File: src/common/fsr_pkg.sv
// Constants, opcodes and carrier types of the flash status register block.
// Assumes a system clock of 25 MHz that samples the serial pins.
package fsr_pkg;
  // System clock period and default internal operation time
  localparam int CLK_NS = 40;
  localparam int OP_TIME_NS = 2000;
  // Least time rounds up to whole cycles
  localparam int OP_CYCLES_DEF = (OP_TIME_NS + CLK_NS - 1) / CLK_NS;
  // Status byte bit positions and value after reset
  localparam int BUSY_BIT = 0;
  localparam int LATCH_BIT = 1;
  localparam int BP_LSB = 2;
  localparam int QUAD_BIT = 6;
  localparam int LOCK_BIT = 7;
  localparam logic [7:0] STATUS_RESET = 8'h00;
  // Array address field positions
  localparam int SECT_LSB = 12;
  localparam int BLK32_LSB = 15;
  localparam int BLK64_LSB = 16;
  localparam int ADDR_MSB = 24;
  localparam int ADDR_BYTES = 4;
  // Command opcodes
  localparam logic [7:0] OPC_WR_ENABLE = 8'h06;
  localparam logic [7:0] OPC_WR_DISABLE = 8'h04;
  localparam logic [7:0] OPC_ST_READ = 8'h05;
  localparam logic [7:0] OPC_ST_WRITE = 8'h01;
  localparam logic [7:0] OPC_RDFR = 8'h48;
  localparam logic [7:0] OPC_RDERP = 8'h81;
  localparam logic [7:0] OPC_PROG = 8'h02;
  localparam logic [7:0] OPC_SE = 8'h20;
  localparam logic [7:0] OPC_BE32 = 8'h52;
  localparam logic [7:0] OPC_BE64 = 8'hD8;
  localparam logic [7:0] OPC_CE = 8'hC7;
  localparam logic [7:0] OPC_VOLW = 8'hC0;
  localparam logic [7:0] OPC_RSTEN = 8'h66;
  localparam logic [7:0] OPC_RST = 8'h99;
  localparam logic [7:0] OPC_SUSP = 8'h75;
  localparam logic [7:0] OPC_RESUME = 8'h7A;
  // Frame decoder states, Gray in the order declared
  typedef enum logic [2:0] {
    ST_CMD = 3'h0,
    ST_ADDR = 3'h1,
    ST_DATA = 3'h3,
    ST_READ = 3'h2,
    ST_SKIP = 3'h6
  } fsr_state_e;
  // Kind of internal operation
  typedef enum logic [2:0] {
    OP_NONE, OP_PROG, OP_SE, OP_BE32, OP_BE64, OP_CE, OP_NVW
  } fsr_op_e;
  // Operation request with decoded array position
  typedef struct packed {
    fsr_op_e kind;
    logic [ADDR_MSB-SECT_LSB:0] sector;
    logic [ADDR_MSB-BLK32_LSB:0] blk32;
    logic [ADDR_MSB-BLK64_LSB:0] blk64;
  } fsr_op_s;
endpackage : fsr_pkg

File: src/rtl/fsr_status.sv
// Serial flash status register, command decoder and operation timer.
// Assumes SPI mode 0 or 3 pins from an outside host, sampled by clk.
`timescale 1ns/10ps

module fsr_status import fsr_pkg::*; #(
  parameter int OP_CYCLES = OP_CYCLES_DEF
) (
  input wire logic clk,
  input wire logic rstn,
  input wire logic sck,
  input wire logic cs_n,
  input wire logic si,
  input wire logic wp_n,
  output logic so_o,
  output logic so_oe,
  output logic [7:0] status_byte,
  output logic quad_enable,
  output logic [3:0] block_protect,
  output logic [7:0] vol_param,
  output logic op_start,
  output fsr_op_s op_req,
  output logic op_done
);
  // Operation timer width
  localparam int CW = $clog2(OP_CYCLES + 1);

  // Refuse a zero operation time
  if (OP_CYCLES < 1) begin : g_chk
    $error("OP_CYCLES must be at least one");
  end

  logic [3:0] sync1_r; // First stage, read only by second
  logic [3:0] sync2_r; // Synced sck, cs_n, si, wp_n
  logic sck_d_r; // Previous synced clock
  logic cs_d_r; // Previous synced select
  logic sck_s, cs_s, si_s, wp_s;
  logic sck_rise, sck_fall, cs_rise, active;

  // Two-flop synchronisers for all pins
  always_ff @(posedge clk or negedge rstn) begin
    if (!rstn) begin
      sync1_r <= 4'hF;
      sync2_r <= 4'hF;
      sck_d_r <= 1'b0;
      cs_d_r <= 1'b1;
    end else begin
      sync1_r <= {wp_n, si, cs_n, sck};
      sync2_r <= sync1_r;
      sck_d_r <= sync2_r[0];
      cs_d_r <= sync2_r[1];
    end
  end

  assign sck_s = sync2_r[0];
  assign cs_s = sync2_r[1];
  assign si_s = sync2_r[2];
  assign wp_s = sync2_r[3];
  assign active = !cs_s;
  assign sck_rise = active && sck_s && !sck_d_r;
  assign sck_fall = active && !sck_s && sck_d_r;
  assign cs_rise = cs_s && !cs_d_r;

  fsr_state_e state_r; // Frame decoder state
  logic [2:0] bitcnt_r; // Bit within byte
  logic [6:0] shin_r; // Incoming bits
  logic [7:0] opc_r; // Opcode of frame
  logic [31:0] addr_r; // Address bytes
  logic [2:0] abytes_r; // Address bytes seen
  logic [7:0] data_r; // Data byte
  logic frame_ok_r; // Frame complete
  logic [7:0] in_byte;
  logic byte_done;
  logic busy_r; // Operation running
  logic susp_r; // Operation suspended
  logic busy_flag; // Busy as software sees it
  logic latch_r; // Write enable latch
  logic [5:0] nv_r; // Lock, quad, protect bits
  logic allowed; // Opcode legal while busy
  logic needs_addr; // Opcode takes address

  assign in_byte = {shin_r, si_s};
  assign byte_done = sck_rise && bitcnt_r == 3'd7;
  assign busy_flag = busy_r && !susp_r;
  // Only reads, reset and suspend pass while busy
  assign allowed = opc_allowed(in_byte);
  assign needs_addr = in_byte == OPC_PROG || in_byte == OPC_SE
                   || in_byte == OPC_BE32 || in_byte == OPC_BE64;

  function automatic logic opc_allowed(input logic [7:0] o);
    opc_allowed = o == OPC_ST_READ || o == OPC_RDFR || o == OPC_RDERP
               || o == OPC_RSTEN || o == OPC_RST || o == OPC_SUSP;
  endfunction : opc_allowed

  // Bit and byte capture on sck rise
  always_ff @(posedge clk or negedge rstn) begin
    if (!rstn) begin
      bitcnt_r <= 3'd0;
      shin_r <= 7'h00;
    end else if (!active) begin
      bitcnt_r <= 3'd0;
    end else if (sck_rise) begin
      bitcnt_r <= bitcnt_r + 3'd1;
      shin_r <= in_byte[6:0];
    end
  end

  // Frame decoder
  always_ff @(posedge clk or negedge rstn) begin
    if (!rstn) begin
      state_r <= ST_CMD;
      opc_r <= 8'h00;
      addr_r <= 32'h0000_0000;
      abytes_r <= 3'd0;
      data_r <= 8'h00;
      frame_ok_r <= 1'b0;
    end else if (!active) begin
      state_r <= ST_CMD;
      abytes_r <= 3'd0;
      if (cs_rise) begin
        frame_ok_r <= 1'b0;
      end
    end else if (byte_done) begin
      unique case (state_r)
        ST_CMD: begin
          opc_r <= in_byte;
          if (busy_flag && !allowed) begin
            state_r <= ST_SKIP;
          end else if (in_byte == OPC_ST_READ) begin
            state_r <= ST_READ;
          end else if (in_byte == OPC_RDFR || in_byte == OPC_RDERP) begin
            state_r <= ST_READ;
          end else if (needs_addr) begin
            state_r <= ST_ADDR;
          end else if (in_byte == OPC_ST_WRITE || in_byte == OPC_VOLW) begin
            state_r <= ST_DATA;
          end else begin
            state_r <= ST_SKIP;
            frame_ok_r <= 1'b1;
          end
        end
        ST_ADDR: begin
          addr_r <= {addr_r[23:0], in_byte};
          abytes_r <= abytes_r + 3'd1;
          if (abytes_r == 3'(ADDR_BYTES - 1)) begin
            state_r <= ST_SKIP;
            frame_ok_r <= 1'b1;
          end
        end
        ST_DATA: begin
          data_r <= in_byte;
          state_r <= ST_SKIP;
          frame_ok_r <= 1'b1;
        end
        ST_READ, ST_SKIP: begin
          state_r <= state_r;
        end
      endcase
    end
  end

  // Commands take effect when select rises
  logic exec, exec_wen, exec_wdis, exec_swrst, nv_write, exec_volw;
  logic start_op, op_finish, locked, rst_en_r;
  logic [CW-1:0] cnt_r; // Operation cycles left
  fsr_op_e kind;
  assign exec = cs_rise && frame_ok_r;
  assign locked = nv_r[5] && !wp_s;
  assign exec_wen = exec && opc_r == OPC_WR_ENABLE && !busy_r;
  assign exec_wdis = exec && opc_r == OPC_WR_DISABLE && !busy_r;
  assign exec_swrst = exec && opc_r == OPC_RST && rst_en_r;
  assign exec_volw = exec && opc_r == OPC_VOLW && !busy_r;

  // Map opcode to operation kind
  always_comb begin
    unique case (opc_r)
      OPC_PROG: kind = OP_PROG;
      OPC_SE: kind = OP_SE;
      OPC_BE32: kind = OP_BE32;
      OPC_BE64: kind = OP_BE64;
      OPC_CE: kind = (nv_r[3:0] == 4'h0) ? OP_CE : OP_NONE;
      OPC_ST_WRITE: kind = locked ? OP_NONE : OP_NVW;
      default: kind = OP_NONE;
    endcase
  end

  // Write latch gates every operation start
  assign start_op = exec && !busy_r && latch_r && kind != OP_NONE;
  assign nv_write = start_op && kind == OP_NVW;
  assign op_finish = busy_flag && cnt_r == CW'(1);

  // Operation timer, suspend and software reset
  always_ff @(posedge clk or negedge rstn) begin
    if (!rstn) begin
      busy_r <= 1'b0;
      susp_r <= 1'b0;
      cnt_r <= '0;
      rst_en_r <= 1'b0;
    end else begin
      if (exec) begin
        rst_en_r <= opc_r == OPC_RSTEN;
      end
      if (exec_swrst) begin
        busy_r <= 1'b0;
        susp_r <= 1'b0;
      end else if (start_op) begin
        busy_r <= 1'b1;
        cnt_r <= CW'(OP_CYCLES);
      end else if (op_finish) begin
        busy_r <= 1'b0;
        cnt_r <= '0;
      end else if (busy_flag) begin
        cnt_r <= cnt_r - CW'(1);
        if (exec && opc_r == OPC_SUSP && op_req.kind != OP_NVW) begin
          susp_r <= 1'b1;
        end
      end else if (susp_r && exec && opc_r == OPC_RESUME) begin
        susp_r <= 1'b0;
      end
    end
  end

  // Write enable latch
  always_ff @(posedge clk or negedge rstn) begin
    if (!rstn) begin
      latch_r <= 1'b0;
    end else if (exec_wen) begin
      latch_r <= 1'b1;
    end else if (exec_wdis || op_finish || exec_swrst) begin
      latch_r <= 1'b0;
    end
  end

  // Non-volatile bits, written only by status write
  always_ff @(posedge clk or negedge rstn) begin
    if (!rstn) begin
      nv_r <= STATUS_RESET[7:2];
    end else if (nv_write) begin
      nv_r <= data_r[7:2];
    end
  end

  // Volatile parameter, no latch needed
  always_ff @(posedge clk or negedge rstn) begin
    if (!rstn) begin
      vol_param <= 8'h00;
    end else if (exec_volw) begin
      vol_param <= data_r;
    end
  end

  // Operation request with decoded address
  always_ff @(posedge clk or negedge rstn) begin
    if (!rstn) begin
      op_req <= '0;
      op_start <= 1'b0;
      op_done <= 1'b0;
    end else begin
      op_start <= start_op;
      op_done <= op_finish;
      if (start_op) begin
        op_req.kind <= kind;
        op_req.sector <= addr_r[ADDR_MSB:SECT_LSB];
        op_req.blk32 <= addr_r[ADDR_MSB:BLK32_LSB];
        op_req.blk64 <= addr_r[ADDR_MSB:BLK64_LSB];
      end
    end
  end

  // Status byte layout
  assign status_byte = {nv_r, latch_r, busy_flag};
  assign quad_enable = nv_r[QUAD_BIT-BP_LSB];
  assign block_protect = nv_r[3:0];

  logic [7:0] out_sh_r; // Outgoing byte
  logic [2:0] ocnt_r; // Bits sent in byte
  logic rd_stat;
  assign rd_stat = opc_r == OPC_ST_READ;

  // Serial output on sck fall, status repeats live
  always_ff @(posedge clk or negedge rstn) begin
    if (!rstn) begin
      so_o <= 1'b0;
      so_oe <= 1'b0;
      out_sh_r <= 8'h00;
      ocnt_r <= 3'd0;
    end else if (!active) begin
      so_oe <= 1'b0;
      ocnt_r <= 3'd0;
    end else if (byte_done && state_r == ST_CMD) begin
      out_sh_r <= (in_byte == OPC_ST_READ) ? status_byte : 8'h00;
    end else if (sck_fall && state_r == ST_READ) begin
      so_oe <= 1'b1;
      so_o <= out_sh_r[7];
      ocnt_r <= ocnt_r + 3'd1;
      if (ocnt_r == 3'd7) begin
        out_sh_r <= rd_stat ? status_byte : 8'h00;
      end else begin
        out_sh_r <= {out_sh_r[6:0], 1'b0};
      end
    end
  end
endmodule : fsr_status

File: config.mk
export PLATFORM = sky130hd
export DESIGN_NAME = fsr_status
export DESIGN_NICKNAME = d
export VERILOG_FILES = /design/src/common/fsr_pkg.sv /design/src/rtl/fsr_status.sv
export SDC_FILE = /design/constraint.sdc
export NUM_CORES = 1
export LEC_CHECK = 0
export BUFFER_PORTS_ARGS = -buffer_cell sky130_fd_sc_hd__clkbuf_2
export CAP_MARGIN = 25
export CORE_UTILIZATION = 41
export CTS_CLUSTER_DIAMETER = 30
export DETAILED_ROUTE_END_ITERATION = 8
export GPL_ROUTABILITY_DRIVEN = 1
export HOLD_SLACK_MARGIN = 0.03
export SLEW_MARGIN = 0
export SYNTH_ARGS = -nofsm -noshare
export SYNTH_HDL_FRONTEND = slang
export SYNTH_SLANG_ARGS = --single-unit
File: constraint.sdc
create_clock -name clk -period 2.26 [get_ports clk]
set_input_delay 0.113 -clock clk [delete_from_list [all_inputs] [get_ports clk]]
set_output_delay 0.113 -clock clk [all_outputs]
set_load 0.02 [all_outputs]
* Yosys cells after proc, flatten, opt, wreduce, memory -nomap -nowiden
Index checks and enable logic that the tools add are counted.
** Word-level totals
- Word-level logic and storage cells :: 211
- Output and inout bits :: 60
- Bits of input ports :: 6
- Flip-flop bits (word level) :: 142
** Cells by class
- Bitwise operators :: 3
- Reductions and logical operators :: 75
- Equal/unequal tests :: 48
- Add/subtract/negate cells :: 4
- Mux-type cells :: 52
** Operators with widths (count)
- $eq 8x7->1 const B :: 8
- $eq 8x8->1 const B :: 8
- $mux 3 :: 18
- $mux 8 :: 5
- $eq 8x3->1 const B :: 4
- $logic_and 1x1->1 :: 29
- $mux 1 :: 23
- $ne 3x3->1 const B :: 7
- $mux 6 :: 3
- $pmux 3 s6 :: 1
- $eq 8x1->1 const B :: 2
- $eq 8x2->1 const B :: 2
- $eq 8x6->1 const B :: 2
- $reduce_and 3->1 :: 5
- $eq 3x3->1 const B :: 4
- $logic_or 1x1->1 :: 12
- $reduce_bool 2->1 :: 6
- $reduce_bool 3->1 :: 4
- $reduce_and 2->1 :: 5
- $add 3x1->3 const B :: 3
- $eq 3x2->1 const B :: 3
- $pmux 3 s3 :: 1
- $reduce_and 9->1 :: 1
- $logic_not 1->1 :: 8
- other kinds (13) :: 18

* Logic depth before layout (Yosys ltp)
Gate-level depths: netlist of run 1.
- Depth in word-level cells :: 12
- Gate-level depth with buffers :: 9
- Depth with buffers taken out :: 8

* Least setup slack after synthesis of run 1
OpenSTA, ideal clock, no wires.
- Kind :: register to register
- From :: register nv_r[1]
- To :: register op_req[23] in the netlist's numbering
- Path slack :: -0.043 ns
- Period minus slack after synthesis :: 2.303 ns
- Library setup time :: 0.125 ns
- Data arrival time :: 2.178 ns
- Stages on the path, launching flop included :: 7
- Cells stage by stage :: dfrtp_1 -> or4_1 -> nor4_1 -> a31oi_1 -> a31oi_4 -> buf_12 -> mux2_4
** On the way
- Longest elaborated chain between the ends :: 5
** RTL lines
- from (decl) :: line fsr_status.sv:77 : logic [5:0] nv_r;
- from (signal assigned) :: line fsr_status.sv:236 : nv_r <= STATUS_RESET[7:2];
- from (signal assigned) :: line fsr_status.sv:238 : nv_r <= data_r[7:2];
- $logic_not 4->1 :: line fsr_status.sv:180 : OPC_CE: kind = (nv_r[3:0] == 4'h0) ? OP_CE : OP_NONE;
- $mux 3 :: line fsr_status.sv:180
- $pmux 3 s6 :: line fsr_status.sv:175 : unique case (opc_r)
- $reduce_bool 3->1 :: line fsr_status.sv:187 : assign start_op = exec && !busy_r && latch_r && kind != OP_NONE;
- $logic_and 1x1->1 :: line fsr_status.sv:187
- to (decl) :: line fsr_status.sv:21 : output fsr_op_s op_req,
Every way passes these cells.
A chain may end at the register's enable or synchronous reset.

* Worst setup path in the final report of run 1
- From :: register opc_r[3]
- To :: register nv_r[5]
** On the way
- Longest elaborated chain between the ends :: 5
- Elaborated cells between the ends (all ways) :: 11
** RTL lines
- from (decl) :: line fsr_status.sv:66 : logic [7:0] opc_r;
- from (signal assigned) :: line fsr_status.sv:125 : opc_r <= in_byte;
- $eq 8x1->1 (tied with other cells) :: line fsr_status.sv:175
- $pmux 3 s6 * :: line fsr_status.sv:175
- $reduce_bool 3->1 :: line fsr_status.sv:187
- $logic_and 1x1->1 :: line fsr_status.sv:187
- $logic_and 1x1->1 * :: line fsr_status.sv:188 : assign nv_write = start_op && kind == OP_NVW;
Every way passes the cells marked *; elsewhere a longest branch is shown, timed or not.

==> results.py, run 1 <==
metrics = {
    "die": {
        "core_um2": 13400,
        "die_x_um": 120,
        "dieArea_um2": 14300,
        "fp.dieH_um": 120,
        "start_util_pct": 42.4,
        "ioPinCount": 66,
        "rows": 42,
    },
    "timing": {
        "slew-limit-headroom_pct": 56.8,
        "fin_worst_skew_ns": 0.00842,
        "report.final.slew_viol_count": 0,
        "fmax_mhz": 452,
        "setup_ws_ns": 0.0478,
        "final_hold_viol_count": 0,
        "setup_viol": 0,
        "fin_crit_sh_pct": 97.9,
        "tightest_slew_ns": 0.648,
        "rsz0062_at_grt": "true",
        "min_period_ns": 2.21,
    },
    "synthesis": {
        "synth_cell_type_count": 58,
        "netlist_area_um2": 5690,
        "yosys.area_share.simple_pct": 12.6,
        "synthArstFlopShare_pct": 100,
        "synth-compound-area-share_pct": 7.88,
        "avgSynthCellArea_um2": 12.1,
        "synth-adder-area-share_pct": 1.76,
        "synth_nets": 486,
        "synthFlopType": "dfrtp_1",
        "synth_top_area_share_pct": 50.2,
        "synth.area.top_cells": "dfrtp_1 (50%), mux2_2 (13%), dfstp_2 (4.2%)",
        "synth_mux_area_share_pct": 15.9,
        "synth_top_family_by_area": "multiplexers",
        "yosysWarnings": 0,
        "synth-edff-count": 0,
        "synth-xor-area-share_pct": 0.616,
        "synth_top_area_cell": "dfrtp_1",
        "seq_area_frac_synth_pct": 54.3,
        "ys_seq_elements": 123,
        "synth_cells": 472,
    },
    "detailed_routing": {
        "drtAntennaViolNets": 0,
        "drt_iter0_markers": 217,
        "vias": 3800,
        "avgViaCountPerCell": 5.16,
        "wire_per_inst_um": 15.8,
        "drc": 0,
        "first_pass_iters": 4,
        "routed_wl_mm": 11.7,
    },
    "cts": {
        "cts_buffers": 17,
        "cts_tree": "built",
        "clock-sinks": 123,
        "clk_pin_slew_ns": 0.05,
        "insertion_delay_ns": 0.42,
        "clock_tree.root_cell": "clkbuf_16",
        "htreeDepth": 4,
        "clockBufferDepth": 2,
    },
    "global_routing": {
        "grt_max_degree": 52,
        "grt_pass1_vias": 3786,
        "grt_use_total_pct": 17.7,
        "grt_first_pass_wirelength_mm": 19.4,
        "antenna_found_initial": 0,
        "grt_overflow": 0,
    },
    "power": {
        "powerDensity_nw_per_um2": 800,
        "ir_drop_mv": 0.473,
        "p_leak_nw": 3.35,
    },
    "place": {
        "dpl.cell_count": 697,
        "io_buffers": 65,
        "place_ws_ns": -0.0672,
        "place_area_um2": 6210,
        "dpl.hpwl_mm": 7.95,
        "place_congestion": 0.828,
    },
    "layout": {
        "antenna_cells": 0,
        "layout-drive-gt1-share_pct": 41.6,
        "design_area_um2": 6940,
        "nFillCells": 1179,
        "area_growth_pct": 22.1,
        "stdcell_count": 736,
        "seqCellArea_um2": 3090,
        "final_core_util_pct": 51.8,
        "multiInputGateArea_um2": 2270,
        "nNetsFinal": 561,
    },
    "worst_setup_path": {
        "cp.required_ns": 2.56,
        "worst_ep_arrival_time_ns": 2.51,
        "critPathCaptureType": "flop",
        "start_kind": "flop",
        "path_max_fanout": 6,
        "path_class": "flop to flop",
    },
    "worst_hold_path": {
        "holdCritPathClass": "input port to async pin",
    },
    "flow_run": {
        "drv_cap": 0,
    },
    "status": {
        "outcome": "finished, final reports clean",
    },
}
layout by cell type, fill, tap and decap left out, drive strengths merged, types with 3 or more instances in the layout:
cell type / Yosys / layout
nand2b: 7 / 7
or4: 6 / 6
buf: 35 / 39
ha: 8 / 8
dfstp: 9 / 9
a21oi: 12 / 12
nor2b: 6 / 6
a22oi: 7 / 7
mux2i: 5 / 5
nor4b: 3 / 3
a211o: 3 / 3
nand2: 20 / 20
nand3b: 13 / 13
dlygate4sd3: 0 / 5
nand3: 8 / 8
clkbuf: 17 / 88
a31oi: 5 / 5
bufinv: 0 / 4
dfrtp: 114 / 114
nor3: 16 / 16
inv: 16 / 16
or3: 3 / 3
mux2: 73 / 73
nor3b: 4 / 4
clkinv: 0 / 4
nor4: 5 / 5
nand4: 3 / 3
o21bai: 3 / 3
nor2: 17 / 17
o21ai: 30 / 30
layer usage:
metal | GRT usage, % | vias to the layer above | share of wire (%)
li1 | - | 1801 | -
met2 | 28.2 | 98 | 48
met5 | 0 | - | 0
met3 | 4.85 | 18 | 3.6
met4 | 7.19 | 0 | 1.8
met1 | 22.8 | 1883 | 47
metrics by stage:
step           hold slack, ns  setup TNS, ns  power, mW
2_1_floorplan          -0.183         -0.143       2.62
3_3_place_gp            0.183              0       2.76
3_5_place_dp            0.189         -0.613       2.77
4_1_cts                 0.287         -0.197       5.62
5_1_grt                 0.329        -0.0187       5.78
6_report                0.276              0       5.55
kinds of logic (layout without fill, tap and decap cells):
group | Yosys count | count (layout)
AND/OR/NAND/NOR | 121 | 121
multiplexers | 78 | 78
buffers and inverters | 68 | 156
XOR/XNOR | 4 | 4
adder cells (fa/ha/maj) | 8 | 8
AO/OA/AOI/OAI | 70 | 70
flip-flops | 123 | 123
final timing paths:
kind                       startpoint         end  slack (ns)  depth (start not counted)
setup / recovery             opc_r[3]     nv_r[5]        0.05                          5
hold / removal                   rstn  op_req[31]        0.28                          2
hold reg to reg            sync1_r[0]  sync2_r[0]        0.35                          0
min in group clk                 cs_n  sync1_r[1]        0.33                          2
max in group asynchronous        rstn  sync2_r[2]        1.22                          3
setup reg to reg             opc_r[3]     nv_r[5]        0.05                          5
sequential cells by signal, indices dropped and copies added (netlist names), 3 cells and up:
signal	cells
addr_r	25
op_req	16
data_r	8
opc_r	8
out_sh_r	8
vol_param	8
shin_r	7
cnt_r	6
nv_r	6
sync1_r	4
sync2_r	4
abytes_r	3
bitcnt_r	3
ocnt_r	3
state_r	3
Yosys cell counts (4+ instances only):
| master | instances |
|---|---|
| a21oi_1 | 11 |
| a22oi_1 | 7 |
| a31oi_1 | 4 |
| buf_4 | 27 |
| clkbuf_1 | 17 |
| dfrtp_1 | 114 |
| dfstp_2 | 9 |
| ha_1 | 8 |
| inv_1 | 16 |
| mux2_2 | 64 |
| mux2_4 | 9 |
| mux2i_1 | 5 |
| nand2_1 | 20 |
| nand2b_1 | 7 |
| nand3_1 | 8 |
| nand3b_1 | 13 |
| nor2_1 | 16 |
| nor2b_1 | 6 |
| nor3_1 | 15 |
| nor3b_1 | 4 |
| nor4_1 | 5 |
| o21ai_0 | 26 |
| or4_1 | 6 |
report_power, final:
| part | leakage [nW] | switching (mW) | internal, mW |
|---|---|---|---|
| clock network | 0.302 | 0.917 | 1.89 |
| registers | 1.67 | 0.158 | 2.27 |
| logic | 1.37 | 0.160 | 0.154 |
| total | 3.35 | 1.24 | 4.32 |
critical path, stage by stage, from the launching register on:
cell and delay [ns]:
dfrtp_1 0.37, or4_4 0.54, or3_4 0.41, a21o_4 0.24, nor2_4 0.17, mux2_2 0.36
timing repair:
action | in CTS | in global routing
setup buffers | 2 | 0
hold buffers | 5 | 0
resized for setup | 3 | 9
endpoints found under the setup margin | 21 | 28
pin swaps | 2 | 5
hold endpoints to repair | 48 | 0
area by class of cell:
class / instances / area share [%]
well taps: 176 / 3.17
flip-flops and latches: 123 / 44.5
clock inverters: 8 / 2.02
inverters: 16 / 0.865
repair buffers: 108 / 9.91
multi-input cells: 281 / 32.7
clock buffers: 24 / 6.79
No activity file was read; power rests on OpenSTA's default activity.
==> run 2, diff against run 1 <==
- PLACE_DENSITY: unset -> 0.68
- REMOVE_ABC_BUFFERS: unset -> 1
==> run 2 against run 1 <==
Register-to-register slack about the same. Die area did not move. Global-route usage decreased by 0.20 points. Clock-buffer cell count down 5. Design area rose by 0.86%. Critical endpoint is now nv_r[1]. Combinational power about the same. Core utilization increased by 0.45 points. Via count up 2.4%. Hold slack lost 0.050 ns. Non-clock buffer count stayed put. Sequential cell count unchanged.
==> results.py, run 2 (synthesized netlist as in run 1, its figures left out) <==
metrics = {
    "status": {
        "outcome": "finished, final reports clean",
    },
    "global_routing": {
        "grt_max_degree": 52,
        "grt_use_total_pct": 17.5,
        "grt_overflow": 0,
        "grt_first_pass_wirelength_mm": 19.5,
        "antenna_found_initial": 0,
        "grt_pass1_vias": 3825,
    },
    "cts": {
        "cts_tree": "built",
        "insertion_delay_ns": 0.42,
        "htreeDepth": 4,
        "clk_pin_slew_ns": 0.06,
        "clock_tree.root_cell": "clkbuf_16",
        "cts_buffers": 17,
        "clock-sinks": 123,
        "clockBufferDepth": 2,
    },
    "worst_setup_path": {
        "crit_chain": "or4_4 > or3_4 > a21o_4 > nor2_4 > mux2_2",
        "path_class": "flop to flop",
        "cp.required_ns": 2.56,
        "crit_slowest_cell": "or4_4",
        "start_kind": "flop",
        "max_stage_delay_ns": 0.51,
        "path_max_fanout": 6,
        "worst_ep_arrival_time_ns": 2.52,
        "critPathCaptureType": "flop",
    },
    "layout": {
        "nFillCells": 1142,
        "largest_register_ffs": 25,
        "final_cell_mix": "dfrtp_1 (114), mux2_2 (64), clkbuf_2 (64)",
        "reg_top3": "addr_r (25), op_req (16)",
        "stdcell_count": 736,
        "design_area_um2": 7000,
        "antenna_cells": 0,
        "layout_commonest_cell": "dfrtp_1",
        "layout-drive-gt1-share_pct": 42.7,
        "nNetsFinal": 561,
        "top_register": "addr_r",
        "area_growth_pct": 23.1,
    },
    "power": {
        "p_total_mw": 5.65,
        "p_leak_nw": 3.36,
        "ir_drop_mv": 0.590,
        "powerDensity_nw_per_um2": 807,
    },
    "die": {
        "ioPinCount": 66,
        "die_x_um": 120,
        "core_um2": 13400,
        "rows": 42,
        "dieArea_um2": 14300,
        "start_util_pct": 42.4,
        "fp.dieH_um": 120,
    },
    "worst_hold_path": {
        "holdCritPathClass": "input port to async pin",
    },
    "detailed_routing": {
        "routed_wl_mm": 11.9,
        "drt_iter0_markers": 393,
        "drc": 0,
        "first_pass_iters": 4,
        "wire_per_inst_um": 16.2,
        "avgViaCountPerCell": 5.29,
        "vias": 3893,
        "drtAntennaViolNets": 0,
    },
    "timing": {
        "setup_viol": 0,
        "fin_setup_tns_ns": 0,
        "fin_crit_sh_pct": 98.4,
        "fin_worst_skew_ns": 0.00735,
        "fmax_mhz": 450,
        "min_period_ns": 2.22,
        "hold_ws_ns": 0.227,
        "tightest_slew_ns": 0.633,
        "report.final.slew_viol_count": 0,
        "final_hold_viol_count": 0,
        "rsz0062_at_grt": "true",
        "slew-limit-headroom_pct": 57.7,
    },
    "place": {
        "place_area_um2": 6150,
        "dpl.cell_count": 691,
        "dpl.hpwl_mm": 7.71,
        "io_buffers": 65,
        "place_congestion": 0.936,
    },
    "flow_run": {
        "drv_cap": 0,
    },
}
run 2: area by class of cell:
class / instances / area, um^2 / share of cell area, %
Clock buffer: 19 / 453 / 6.47
Clock inverter: 13 / 190 / 2.72
Inverter: 16 / 60.1 / 0.857
Multi-Input combinational cell: 281 / 2300 / 32.8
Sequential cell: 123 / 3090 / 44.1
Tap cell: 176 / 220 / 3.14
Timing Repair Buffer: 108 / 696 / 9.93
run 2: worst paths after layout:
path	slack, ns	depth (start not counted)	end	startpoint
hold / removal	0.23	2	cnt_r[0]	rstn
max in group asynchronous	1.21	3	sync2_r[3]	rstn
hold reg to reg	0.36	0	sync2_r[1]	sync1_r[1]
setup reg to reg	0.04	5	nv_r[1]	opc_r[2]
min in group clk	0.32	2	sync1_r[1]	cs_n
setup / recovery	0.04	5	nv_r[1]	opc_r[2]
run 2: report_power, final:
group | switching [mW] | internal [mW] | total (mW)
Combinational | 0.163 | 0.152 | 0.315
Sequential | 0.148 | 2.27 | 2.42
Clock | 1.01 | 1.91 | 2.92
run 2: per-stage QoR:
| step | setup slack [ns] | utilization (%) |
|---|---|---|
| after floorplan | -0.371 | - |
| after global placement | 0.0134 | 45.9 |
| after detailed placement | -0.0545 | 45.9 |
| after CTS | 0.00204 | 51.7 |
| after global routing | -0.0463 | 52.3 |
| final | 0.0360 | 52.3 |
run 2: per-layer routing:
metal	vias up	global-route usage [%]	wire (um)
li1	1816	-	-
met1	1947	23.1	5230
met2	106	27.2	5850
met3	24	4.52	551
met4	0	7.58	256
met5	-	0	0
run 2: repair_timing:
action | in CTS | in global routing
buffers inserted | 7 | 1
endpoints found under the hold margin | 47 | 0
endpoints found under the setup margin | 8 | 16
pin swaps | 3 | 6
gates resized for setup | 4 | 16
hold buffers | 5 | 0
run 2: critical path, delay by kind of cell (launching register included):
family          cells  cell delay, ns
simple gates        3            1.10
flops               1            0.39
mux                 1            0.36
compound gates      1            0.25
